===== src/rtl/hbc_pkg.sv =====
package hbc_pkg;
    localparam int unsigned ADDR_W = 8;
    localparam logic [7:0] OFF_CTL0 = 8'h20;
    localparam logic [7:0] OFF_CTL1 = 8'h21;
    localparam logic [7:0] OFF_ADDR_HI = 8'h22;
    localparam logic [7:0] OFF_ADDR_LO = 8'h23;
    localparam logic [7:0] OFF_SEC_HI = 8'h24;
    localparam logic [7:0] OFF_SEC_LO = 8'h25;
    localparam logic [7:0] OFF_STATUS = 8'h28;
    localparam logic [7:0] RST_BYTE = 8'h00;
    localparam logic [7:0] CTL1_RD_MASK = 8'h7f;
    localparam logic [1:0] RESP_OKAY = 2'b00;
    localparam logic [1:0] RESP_SLVERR = 2'b10;
    localparam logic [1:0] MODE_OFF = 2'b00;
    localparam logic [1:0] MODE_SWI_DUAL = 2'b01;
    localparam logic [1:0] MODE_FULL = 2'b10;
    localparam logic [1:0] MODE_DBG_DUAL = 2'b11;

    typedef struct packed {
        logic [1:0] mode_sel;
        logic program_only_break;
        logic bp1_low_addr_en;
        logic bp0_low_addr_en;
        logic size_select;
        logic [1:0] spare;
    } hbc_ctl0_t;

    typedef struct packed {
        logic zero;
        logic second_pair_enable;
        logic data_high_mask;
        logic data_low_mask;
        logic bp1_dir_compare_en;
        logic bp1_dir_value;
        logic bp0_dir_compare_en;
        logic bp0_dir_value;
    } hbc_ctl1_t;

    typedef struct packed {
        logic valid;
        logic [15:0] addr;
        logic [15:0] data;
        logic rd;
        logic fetch;
    } hbc_cpu_t;

    typedef struct packed {
        logic swi_req;
        logic dbg_req;
        logic tag_fetch;
    } hbc_brk_t;
endpackage


===== src/rtl/hbc_break.sv =====
// Design decision made here: register access over AXI4-Lite.
`timescale 1ns/1ps
// Operation
// - mode field: 00 off, 01 dual swi, 10 full debug, 11 dual debug
// - no breakpoint match while background debug is active
// - only dual swi mode raises software interrupt; fetch-tagged breaks only
// - dual swi mode ignores both direction compare bits
// - in dual modes second pair enable gates second address breakpoint
// - size select has no effect in dual modes
// - debug entry only when debug logic enable is asserted
// - dual debug breakpoints qualified by program-only, range and direction bits
// - program-only 0 breaks next boundary; 1 tags fetch to execute
// - program-only: data and unexecuted opcodes never break; meaningless in swi
// - breakpoint 0 compares high byte, or full address with range bit
// - breakpoint 1 in dual modes compares high or full address likewise
// - second pair enable 0 removes second pair from all comparisons
// - full mode high mask 0 compares data 15:8, 1 excludes them
// - full mode low mask 0 compares data 7:0, 1 excludes them
// - second direction enable only qualifies dual second address
// - full mode: pair 1 address, pair 2 data; dual: both addresses
// - both control registers always read/write; control 1 top bit reads zero
// - first breakpoint direction enable 0 don't care; value 0 write, 1 read
// - second dual breakpoint direction value 0 write, 1 read
// - high address compare byte checks address bus high byte
// - tagged fetch proceeds through queue; debug entry at queue head
module hbc_break (
    input wire logic aclk,
    input wire logic aresetn,
    input wire logic [hbc_pkg::ADDR_W-1:0] s_axi_awaddr,
    input wire logic s_axi_awvalid,
    output logic s_axi_awready,
    input wire logic [31:0] s_axi_wdata,
    input wire logic [3:0] s_axi_wstrb,
    input wire logic s_axi_wvalid,
    output logic s_axi_wready,
    output logic [1:0] s_axi_bresp,
    output logic s_axi_bvalid,
    input wire logic s_axi_bready,
    input wire logic [hbc_pkg::ADDR_W-1:0] s_axi_araddr,
    input wire logic s_axi_arvalid,
    output logic s_axi_arready,
    output logic [31:0] s_axi_rdata,
    output logic [1:0] s_axi_rresp,
    output logic s_axi_rvalid,
    input wire logic s_axi_rready,
    input wire hbc_pkg::hbc_cpu_t cpu,
    input wire logic debug_enable,
    input wire logic debug_active,
    output hbc_pkg::hbc_brk_t brk
);
    import hbc_pkg::*;

    typedef struct packed {
        hbc_ctl0_t ctl0;
        hbc_ctl1_t ctl1;
        logic [7:0] addr_compare_high;
        logic [7:0] addr_compare_low;
        logic [7:0] second_compare_high;
        logic [7:0] second_compare_low;
        logic aw_held;
        logic [ADDR_W-1:0] aw_addr;
        logic w_held;
        logic [7:0] w_byte;
        logic w_lane0;
        logic awready;
        logic wready;
        logic bvalid;
        logic [1:0] bresp;
        logic arready;
        logic rvalid;
        logic [31:0] rdata;
        logic [1:0] rresp;
        hbc_brk_t brk;
        logic [1:0] hit_seen;
    } hbc_state_t;

    hbc_state_t st;
    hbc_state_t next_st;

    // byte-wise compare: the low byte takes part only when asked
    function automatic logic addr_hit(input logic [7:0] hi, input logic [7:0] lo,
                                      input logic use_lo, input logic [15:0] a);
        addr_hit = (a[15:8] == hi) && (!use_lo || a[7:0] == lo);
    endfunction

    function automatic logic dir_ok(input logic en, input logic val, input logic rd);
        dir_ok = !en || (val == rd);
    endfunction

    // each register owns one aligned word; the word number is its index
    function automatic logic is_reg(input logic [ADDR_W-1:0] a, input logic [7:0] idx);
        is_reg = (a[ADDR_W-1:2] == idx[ADDR_W-3:0]);
    endfunction

    function automatic logic map_ok(input logic [ADDR_W-1:0] a);
        map_ok = is_reg(a, OFF_CTL0) || is_reg(a, OFF_CTL1)
              || is_reg(a, OFF_ADDR_HI) || is_reg(a, OFF_ADDR_LO)
              || is_reg(a, OFF_SEC_HI) || is_reg(a, OFF_SEC_LO)
              || is_reg(a, OFF_STATUS);
    endfunction

    logic dual;
    logic bp0_raw;
    logic bp1_raw;
    logic full_raw;
    logic hit0;
    logic hit1;
    logic any_hit;
    logic tag_path;
    logic [7:0] wsel_addr;
    logic [7:0] rsel_addr;
    logic [31:0] rword;
    logic [7:0] rbyte;

    always_comb begin
        dual = st.ctl0.mode_sel[0];
        bp0_raw = addr_hit(st.addr_compare_high, st.addr_compare_low,
                           st.ctl0.bp0_low_addr_en, cpu.addr);
        bp1_raw = st.ctl1.second_pair_enable
               && addr_hit(st.second_compare_high, st.second_compare_low,
                           st.ctl0.bp1_low_addr_en, cpu.addr);
        full_raw = bp0_raw
                && dir_ok(st.ctl1.bp0_dir_compare_en, st.ctl1.bp0_dir_value, cpu.rd)
                && (!st.ctl1.second_pair_enable
                    || ((st.ctl1.data_high_mask
                         || cpu.data[15:8] == st.second_compare_high)
                        && (st.ctl1.data_low_mask
                            || cpu.data[7:0] == st.second_compare_low)));
        hit0 = 1'b0;
        hit1 = 1'b0;
        tag_path = st.ctl0.program_only_break;
        unique case (st.ctl0.mode_sel)
            MODE_OFF: begin
                tag_path = 1'b0;
            end
            MODE_SWI_DUAL: begin
                // direction bits ignored, always a fetch tag
                hit0 = bp0_raw;
                hit1 = bp1_raw;
                tag_path = 1'b1;
            end
            MODE_FULL: begin
                hit0 = full_raw;
            end
            MODE_DBG_DUAL: begin
                hit0 = bp0_raw
                    && dir_ok(st.ctl1.bp0_dir_compare_en, st.ctl1.bp0_dir_value,
                              cpu.rd);
                hit1 = bp1_raw
                    && dir_ok(st.ctl1.bp1_dir_compare_en, st.ctl1.bp1_dir_value,
                              cpu.rd);
            end
        endcase
        // program-only breaks fire on opcode fetches only
        any_hit = cpu.valid && !debug_active && (hit0 || hit1)
               && (!tag_path || cpu.fetch);
        wsel_addr = st.aw_held ? st.aw_addr : s_axi_awaddr;
        rsel_addr = s_axi_araddr;
        // unmapped words read as zero and answer with an error
        rbyte = 8'h00;
        if (is_reg(rsel_addr, OFF_CTL0)) begin
            rbyte = st.ctl0;
        end
        if (is_reg(rsel_addr, OFF_CTL1)) begin
            rbyte = st.ctl1 & CTL1_RD_MASK;
        end
        if (is_reg(rsel_addr, OFF_ADDR_HI)) begin
            rbyte = st.addr_compare_high;
        end
        if (is_reg(rsel_addr, OFF_ADDR_LO)) begin
            rbyte = st.addr_compare_low;
        end
        if (is_reg(rsel_addr, OFF_SEC_HI)) begin
            rbyte = st.second_compare_high;
        end
        if (is_reg(rsel_addr, OFF_SEC_LO)) begin
            rbyte = st.second_compare_low;
        end
        if (is_reg(rsel_addr, OFF_STATUS)) begin
            rbyte = {5'h00, dual, st.hit_seen};
        end
        rword = {24'h00_0000, rbyte};
    end

    logic aw_take;
    logic w_take;
    logic do_write;
    logic strb_ok;
    logic [7:0] wb;

    always_comb begin
        next_st = st;
        aw_take = s_axi_awvalid && st.awready;
        w_take = s_axi_wvalid && st.wready;
        if (aw_take) begin
            next_st.aw_held = 1'b1;
            next_st.aw_addr = s_axi_awaddr;
            next_st.awready = 1'b0;
        end
        if (w_take) begin
            next_st.w_held = 1'b1;
            next_st.w_byte = s_axi_wdata[7:0];
            next_st.w_lane0 = s_axi_wstrb[0];
            next_st.wready = 1'b0;
        end
        do_write = (st.aw_held || aw_take) && (st.w_held || w_take) && !st.bvalid;
        wb = w_take ? s_axi_wdata[7:0] : st.w_byte;
        strb_ok = w_take ? s_axi_wstrb[0] : st.w_lane0;
        // only byte lane 0 carries a register; a cleared strobe leaves it alone
        if (do_write && strb_ok) begin
            if (is_reg(wsel_addr, OFF_CTL0)) begin
                next_st.ctl0 = wb;
            end
            if (is_reg(wsel_addr, OFF_CTL1)) begin
                next_st.ctl1 = wb & CTL1_RD_MASK;
            end
            if (is_reg(wsel_addr, OFF_ADDR_HI)) begin
                next_st.addr_compare_high = wb;
            end
            if (is_reg(wsel_addr, OFF_ADDR_LO)) begin
                next_st.addr_compare_low = wb;
            end
            if (is_reg(wsel_addr, OFF_SEC_HI)) begin
                next_st.second_compare_high = wb;
            end
            if (is_reg(wsel_addr, OFF_SEC_LO)) begin
                next_st.second_compare_low = wb;
            end
        end
        if (do_write) begin
            next_st.bresp = map_ok(wsel_addr) ? RESP_OKAY : RESP_SLVERR;
            next_st.bvalid = 1'b1;
            next_st.aw_held = 1'b0;
            next_st.w_held = 1'b0;
        end
        if (st.bvalid && s_axi_bready) begin
            next_st.bvalid = 1'b0;
            next_st.awready = 1'b1;
            next_st.wready = 1'b1;
        end
        if (s_axi_arvalid && st.arready) begin
            next_st.arready = 1'b0;
            next_st.rvalid = 1'b1;
            next_st.rdata = rword;
            next_st.rresp = map_ok(rsel_addr) ? RESP_OKAY : RESP_SLVERR;
        end
        if (st.rvalid && s_axi_rready) begin
            next_st.rvalid = 1'b0;
            next_st.arready = 1'b1;
        end
        // outputs registered: request one cycle after the matching bus cycle
        next_st.brk.swi_req = any_hit && (st.ctl0.mode_sel == MODE_SWI_DUAL);
        next_st.brk.dbg_req = any_hit && st.ctl0.mode_sel[1] && debug_enable
                           && !tag_path;
        next_st.brk.tag_fetch = any_hit && st.ctl0.mode_sel[1] && debug_enable
                             && tag_path;
        // sticky hit record; set wins over the clear by write
        if (do_write && strb_ok && is_reg(wsel_addr, OFF_STATUS)) begin
            next_st.hit_seen = st.hit_seen & ~wb[1:0];
        end
        if (any_hit) begin
            next_st.hit_seen = next_st.hit_seen | {hit1, hit0};
        end
    end

    always_ff @(posedge aclk) begin
        if (!aresetn) begin
            st <= '0;
            st.ctl0 <= RST_BYTE;
            st.ctl1 <= RST_BYTE;
            st.awready <= 1'b1;
            st.wready <= 1'b1;
            st.arready <= 1'b1;
        end else begin
            st <= next_st;
        end
    end

    assign s_axi_awready = st.awready;
    assign s_axi_wready = st.wready;
    assign s_axi_bvalid = st.bvalid;
    assign s_axi_bresp = st.bresp;
    assign s_axi_arready = st.arready;
    assign s_axi_rvalid = st.rvalid;
    assign s_axi_rdata = st.rdata;
    assign s_axi_rresp = st.rresp;
    assign brk = st.brk;
endmodule


===== config.mk =====
export PLATFORM = sky130hd
export DESIGN_NAME = hbc_break
export DESIGN_NICKNAME = d
export VERILOG_FILES = /design/src/rtl/hbc_pkg.sv /design/src/rtl/hbc_break.sv
export SDC_FILE = /design/constraint.sdc
export NUM_CORES = 1
export LEC_CHECK = 0
export ABC_AREA = 1
export ABC_CLOCK_PERIOD_IN_PS = 5050
export CORE_MARGIN = 2
export CORE_UTILIZATION = 25
export CTS_CLUSTER_DIAMETER = 150
export DETAILED_ROUTE_END_ITERATION = 7
export DONT_BUFFER_PORTS = 1
export GPL_ROUTABILITY_DRIVEN = 0
export PLACE_DENSITY_LB_ADDON = 0.12
export SLEW_MARGIN = 20
export SYNTH_ARGS = -nofsm -noshare
export SYNTH_HDL_FRONTEND = slang
export SYNTH_SLANG_ARGS = --single-unit

===== constraint.sdc =====
create_clock -name aclk -period 5.05 [get_ports aclk]
set_input_delay 0.505 -clock aclk [delete_from_list [all_inputs] [get_ports aclk]]
set_output_delay 0.505 -clock aclk [all_outputs]
set_load 0.02 [all_outputs]

==> metrics.csv, run 1 <==
stage,metric,value,unit
run_status,status,finished clean,
synth,post-synth top area share,0.365,
finish,max reg flops,65,
power,Power Density,327,mW/mm^2
route,drt via density,4.50,
die,Ports,140,
finish,Final Instance Area,0.00492,sq mm
global_routing,grt ovf,0,
synth,Synth Area per Inst,6.92,sq um
timing,normalized max-slew margin,0.469,
die,Chip Height,140,microns
global_routing,largest net degree at the start of global routing,60,
clock_tree,CTS max path bufs,2,
route,DR vias,3949,
timing,Slew @ Worst Pin,0.796,ns
worst_setup_path,Worst EP arrival,2.74,ns
synth,Post-synth top flop,dfxtp_1,
worst_setup_path,crit end category,register,
placement,port bufs,0,
synth,post-synth top area cell,dfxtp_1,
job,MaxCap Viol Count,0,
die,CORE AREA,0.0180,sq mm
route,Routed WL,14000,microns
clock_tree,H-tree depth,3,
power,Worst VDD drop,0.000252,V
route,post-route ant nets,0,
finish,fillers,2032,
timing,Peak Freq,0.395,GHz
global_routing,first-pass GRT wire length,21700,microns
synth,commonest cells in the netlist,"nand2_1 (109), inv_1 (91), dfxtp_1 (84)",
global_routing,vias in the first global route,3812,
finish,layout cells sized above 1,0.0663,
placement,post-DP HPWL,10800,microns
worst_setup_path,reg2reg path depth,9,
synth,ranking of synthesized cells by area,"dfxtp_1 (36%), nand2_1 (8.9%), a21oi_1 (8.8%), o21ai_0 (7.5%), inv_1 (7.4%)",
worst_setup_path,FF-to-FF Start,s_axi_wready,
die,# rows,49,
die,Initial Utilization,0.256,
synth,sequential share of the synthesized area,0.365,
clock_tree,Sink Count,84,
worst_hold_path,Hold Path Cell Cnt,2,
timing,RSZ-0062 raised after global routing,no,
timing,fin crit period,2.53,ns
route,first drt pass iteration count,4,
timing,Final Skew,0.00718,ns
worst_hold_path,Worst Hold Path EP,st[61],
clock_tree,Root Buffer,clkbuf_16,
clock_tree,"Reg clk slew, reported paths",0.07,ns
synth,"count leader, synth",nand2_1,
route,DR iter-0 viols,209,
clock_tree,Post-CTS Setup Inserts,0,
worst_hold_path,Hold Startpoint,aresetn,
worst_setup_path,Crit path required time,5.26,ns
clock_tree,CTS tree,built,
synth,Yosys cell types,37,
finish,synth-to-layout area growth,6.78,%
timing,final-report max-slew violation count,0,
worst_hold_path,Hold Path Class,in2reg,
timing,fin crit share,0.501,
timing,setup_tns,0,ns
worst_setup_path,Crit Path Class,reg2reg,
die,die area,0.0195,sq mm
clock_tree,CTS Hold Bufs,0,
finish,n_diodes,0,
synth,Mapped Cells,666,
timing,final hold vios,0,
worst_setup_path,Critical Path Fanout Max,16,
global_routing,initial antenna violation count,0,
synth,"EDFF count, synth",0,
synth,Yosys reg bits,84,
route,# DRC,0,
worst_setup_path,Critical R2R Capture,st[82],
synth,area of the mapped netlist,0.00461,sq mm
synth,asr flop ratio synth,0,
finish,Reg with most FFs,st,
route,post-DR wirelength/cell,15.9,microns
finish,Final Net Count,740,
worst_setup_path,Worst setup SP type,register,
clock_tree,clock latency on the worst-skew pair,0.34,ns
die,Die Wd,140,microns
clock_tree,post-CTS sizing,0,
power,P_leak,1.94,nW
global_routing,Tot GR Track Use,0.145,
synth,yosys warns,0,
placement,"Cell Area, Placed",0.00460,sq mm
clock_tree,cts bufs inserted,9,
worst_setup_path,r2r setup slk,2.52,ns
timing,final setup fails,0,
cells in the final DEF, fill, tap and decap left out, types with 2 or more instances in the layout:
master	netlist	layout
nand2_1	109	109
inv_1	91	91
dfxtp_1	84	84
a21oi_1	81	81
o21ai_0	69	69
nor2_1	60	60
conb_1	1	26
xnor2_1	24	24
or2_2	11	11
nand3_1	10	10
nor3_1	9	9
clkbuf_16	0	9
o21ai_1	8	8
o22ai_1	7	7
nand4_1	6	6
xor2_1	5	5
inv_2	4	4
o211ai_1	4	4
nand2_2	3	3
nor2_2	3	3
o2111ai_1	3	3
or2_1	2	2
a32oi_1	2	2
nand3_2	2	2
o21a_1	2	2
clkinv_4	0	2
bufinv_16	0	2
metal layers:
metal | vias up | global-route usage | wire length, microns
met5 | - | 0 | 0
met4 | 0 | 0.0284 | 159
met3 | 11 | 0.0465 | 834
met2 | 97 | 0.235 | 6450
met1 | 1803 | 0.190 | 6530
li1 | 2038 | - | -
how the worst max path moves through the flow:
stage	startpoint	endpoint	slack, ns	cells past startpoint
2_1_floorplan	s_axi_wvalid	st[112]	3.22	11
3_3_place_gp	s_axi_wready	st[81]	2.54	9
3_5_place_dp	s_axi_wready	st[82]	2.51	9
4_1_cts	s_axi_wready	st[84]	2.48	9
5_1_grt	s_axi_wready	st[82]	2.14	9
6_report	s_axi_wready	st[82]	2.52	9
layout make-up:
type                       count  area, sq um  area share
sequential                    84         1680       0.342
clock buffer                  11          243      0.0493
multi-input combinational    454         2270       0.461
tap                          229          287      0.0582
clock inverter                 5         85.1      0.0173
inverter                      95          357      0.0724
worst max-delay path, stage by stage, from the launching register on:
cell     delay [ns]
dfxtp_1        0.47
nand2_1        0.29
inv_2          0.22
nor2_1         0.10
nor3_4         0.23
inv_2          0.07
nor2_2         0.20
nand3_1        0.43
o21ai_0        0.32
a21oi_1        0.06
through the flow:
step                      utilization  power [mW]  worst slack [ns]  hold slack (ns)  instances
after floorplan                     -       0.878              3.22            0.429        691
after global placement          0.255       0.894              2.54            0.440        862
after detailed placement        0.255       0.896              2.51            0.447        862
after CTS                       0.273        1.63              2.48            0.278        878
after global routing            0.273        1.69              2.14            0.292        878
final                           0.273        1.61              2.52            0.290        878
cells by family (layout without fill, tap and decap cells):
group | after synthesis | count (layout) | synth area share
simple gates | 219 | 219 | 0.207
compound gates | 178 | 178 | 0.204
buf+inv | 153 | 111 | 0.163
flops | 84 | 84 | 0.365
xor+xnor | 29 | 29 | 0.0551
mux | 2 | 2 | 0.00516
other cells | 1 | 26 | 0.000813
power by group:
part	internal (mW)	total (mW)	switching, mW
Combinational	0.0514	0.170	0.119
Clock	0.449	0.732	0.283
Sequential	0.684	0.709	0.0246
Total	1.18	1.61	0.427
(Power assumes the default switching activity.)
==> run 2: changes to the inputs <==
- ABC_AREA: 1 -> 0
- ABC_CLOCK_PERIOD_IN_PS: 5050 -> 2500
- clock period: 5.05 -> 2.5 ns (I/O delays scaled with it)
==> run 2 against run 1 <==
Critical path depth shrank 4. Register-to-register slack lost 2.2 ns. Sequential share of layout area shrank 0.56 points. Clock skew grew 0.0022 ns.
==> metrics.csv, run 2 <==
stage,metric,value,unit
die,Chip Height,139,microns
route,DR iter-0 viols,192,
synth,Post-synth top flop,dfxtp_1,
finish,layout cells sized above 1,0.0972,
worst_setup_path,critical path cell sequence,"or3b_4, a211oi_4, nand2_2, or4b_1, mux2i_1",
synth,Synth Area per Inst,9.10,sq um
worst_setup_path,Worst EP arrival,2.40,ns
global_routing,Tot GR Track Use,0.148,
global_routing,initial antenna violation count,0,
die,# rows,49,
synth,ranking of synthesized cells by area,"dfxtp_1 (37%), mux2i_1 (12%), xnor2_1 (8.8%), buf_4 (6.6%), nand2_1 (6.1%)",
power,total power draw,3.25,mW
timing,final-report max-slew violation count,0,
finish,Reg with most FFs,st,
worst_setup_path,Crit Path Class,reg2reg,
timing,final hold vios,0,
synth,commonest cells in the netlist,"dfxtp_1 (84), nand2_1 (74), mux2i_1 (54)",
timing,fin crit period,2.19,ns
timing,normalized max-slew margin,0.653,
worst_setup_path,crit end category,register,
worst_setup_path,Worst setup SP type,register,
clock_tree,cts bufs inserted,9,
worst_setup_path,Critical Path Fanout Max,8,
finish,"commonest non-fill, non-tap cell in the layout",dfxtp_1,
placement,dpl ws,0.314,ns
timing,setup_tns,0,ns
route,Routed WL,14000,microns
die,Ports,140,
power,Power Density,649,mW/mm^2
clock_tree,clock latency on the worst-skew pair,0.35,ns
worst_setup_path,Worst path slowest cell,or4b_1,
clock_tree,Post-CTS Setup Inserts,0,
synth,"count leader, synth",dfxtp_1,
placement,port bufs,0,
synth,yosys warns,0,
finish,synth-to-layout area growth,9.38,%
route,# DRC,0,
synth,asr flop ratio synth,0,
job,MaxCap Viol Count,0,
synth,Yosys cell types,56,
clock_tree,"Reg clk slew, reported paths",0.06,ns
worst_hold_path,Hold Path Class,in2reg,
route,DR vias,3400,
clock_tree,H-tree depth,3,
die,Initial Utilization,0.255,
synth,post-synth top area share,0.368,
synth,"EDFF count, synth",0,
worst_setup_path,critical path's top delay family,simple AND/OR/NAND/NOR gates,
clock_tree,Root Buffer,clkbuf_16,
synth,Mapped Cells,503,
worst_setup_path,largest stage delay on the critical path,0.73,ns
timing,Peak Freq,0.457,GHz
global_routing,first-pass GRT wire length,21400,microns
route,first drt pass iteration count,4,
timing,fin crit share,0.875,
finish,n_diodes,0,
power,P_leak,1.91,nW
finish,Final Net Count,585,
global_routing,vias in the first global route,3336,
route,post-route ant nets,0,
timing,final setup fails,0,
timing,Final WS setup,0.313,ns
timing,RSZ-0062 raised after global routing,no,
synth,Yosys reg bits,84,
placement,post-DP HPWL,10400,microns
worst_setup_path,Crit path required time,2.71,ns
clock_tree,CTS tree,built,
timing,Hold Slack,0.0239,ns
finish,max reg flops,65,
worst_setup_path,worst path bufs/invs,0,
run_status,status,finished clean,
clock_tree,Sink Count,84,
route,post-DR wirelength/cell,19.3,microns
synth,sequential share of the synthesized area,0.368,
die,Die Wd,139,microns
die,die area,0.0194,sq mm
synth,post-synth top area cell,dfxtp_1,
timing,Final Skew,0.00934,ns
clock_tree,CTS max path bufs,2,
timing,Slew @ Worst Pin,0.506,ns
synth,area of the mapped netlist,0.00458,sq mm
global_routing,largest net degree at the start of global routing,83,
finish,most frequent cells in the layout,"dfxtp_1 (84), nand2_1 (74), mux2i_1 (54)",
power,Worst VDD drop,0.000349,V
die,CORE AREA,0.0180,sq mm
global_routing,grt ovf,0,
route,drt via density,4.70,
==> run 2: changes by cell type after synthesis, sizes merged, moves of 12 or more <==
cell / before / now
xnor2: 24 / 46
o21ai: 78 / 20
inv: 95 / 15
nand2: 112 / 78
or2: 13 / 1
nor2: 63 / 7
a21boi: 0 / 15
mux2i: 2 / 54
a21oi: 81 / 13
==> run 2: cell families (layout without fill, tap and decap cells) <==
kind of cell / count (synthesis) / count (layout) / share of synthesized area
buffers and inverters: 76 / 42 / 0.0979
other: 1 / 26 / 0.000820
DFF: 84 / 84 / 0.368
AOI/OAI and AO/OA: 76 / 76 / 0.115
xor gates and xnor gates: 50 / 50 / 0.0957
muxes: 67 / 67 / 0.160
and+or+nand+nor: 149 / 149 / 0.163
==> run 2: what timing repair did <==
action                    4_1_cts  5_1_grt
hold endpoints to repair        3        0
gates resized for setup         0        0
hold buffers                    3        0
==> run 2: cell type report <==
class | count | area (sq um)
fill | 1934 | 13000
multi-input combinational | 368 | 2540
sequential | 84 | 1680
tap | 229 | 287
clock buffer | 10 | 239
inverter | 15 | 56.3
clock inverter | 6 | 111
timing repair buffer | 11 | 90.1
==> run 2: per-layer routing <==
layer  track usage  vias up  routed length, microns
li1              -     1665                       -
met1         0.195     1627                    6580
met2         0.233       99                    6410
met3        0.0506        9                     840
met4        0.0356        0                     153
met5             0        -                       0
==> run 2: report_power, final <==
group          switching [mW]  total (mW)  internal, mW
registers              0.0296        1.40          1.37
logic                   0.154       0.269         0.115
clock network           0.578        1.58          1.00
total                   0.761        3.25          2.49
==> run 2: through the flow <==
step,cells,utilization,cell area (sq um)
after floorplan,528,-,4670
after global placement,704,0.257,4620
after detailed placement,704,0.257,4620
after CTS,723,0.279,5000
after global routing,723,0.279,5000
final,723,0.279,5000
==> run 2: worst register-to-register path, stage by stage, from the launching register on <==
cell and delay [ns]:
dfxtp_1 0.31, or3b_4 0.41, a211oi_4 0.32, nand2_2 0.07, or4b_1 0.73, mux2i_1 0.21
==> run 2: worst paths after layout <==
| kind | cells past startpoint | from | slack [ns] | to |
|---|---|---|---|---|
| max | 5 | st[64] | 0.31 | st[69] |
| min | 1 | aresetn | 0.02 | s_axi_bvalid |
| min reg2reg | 2 | st[60] | 0.47 | st[60] |
| max reg2reg | 5 | st[64] | 0.31 | st[69] |
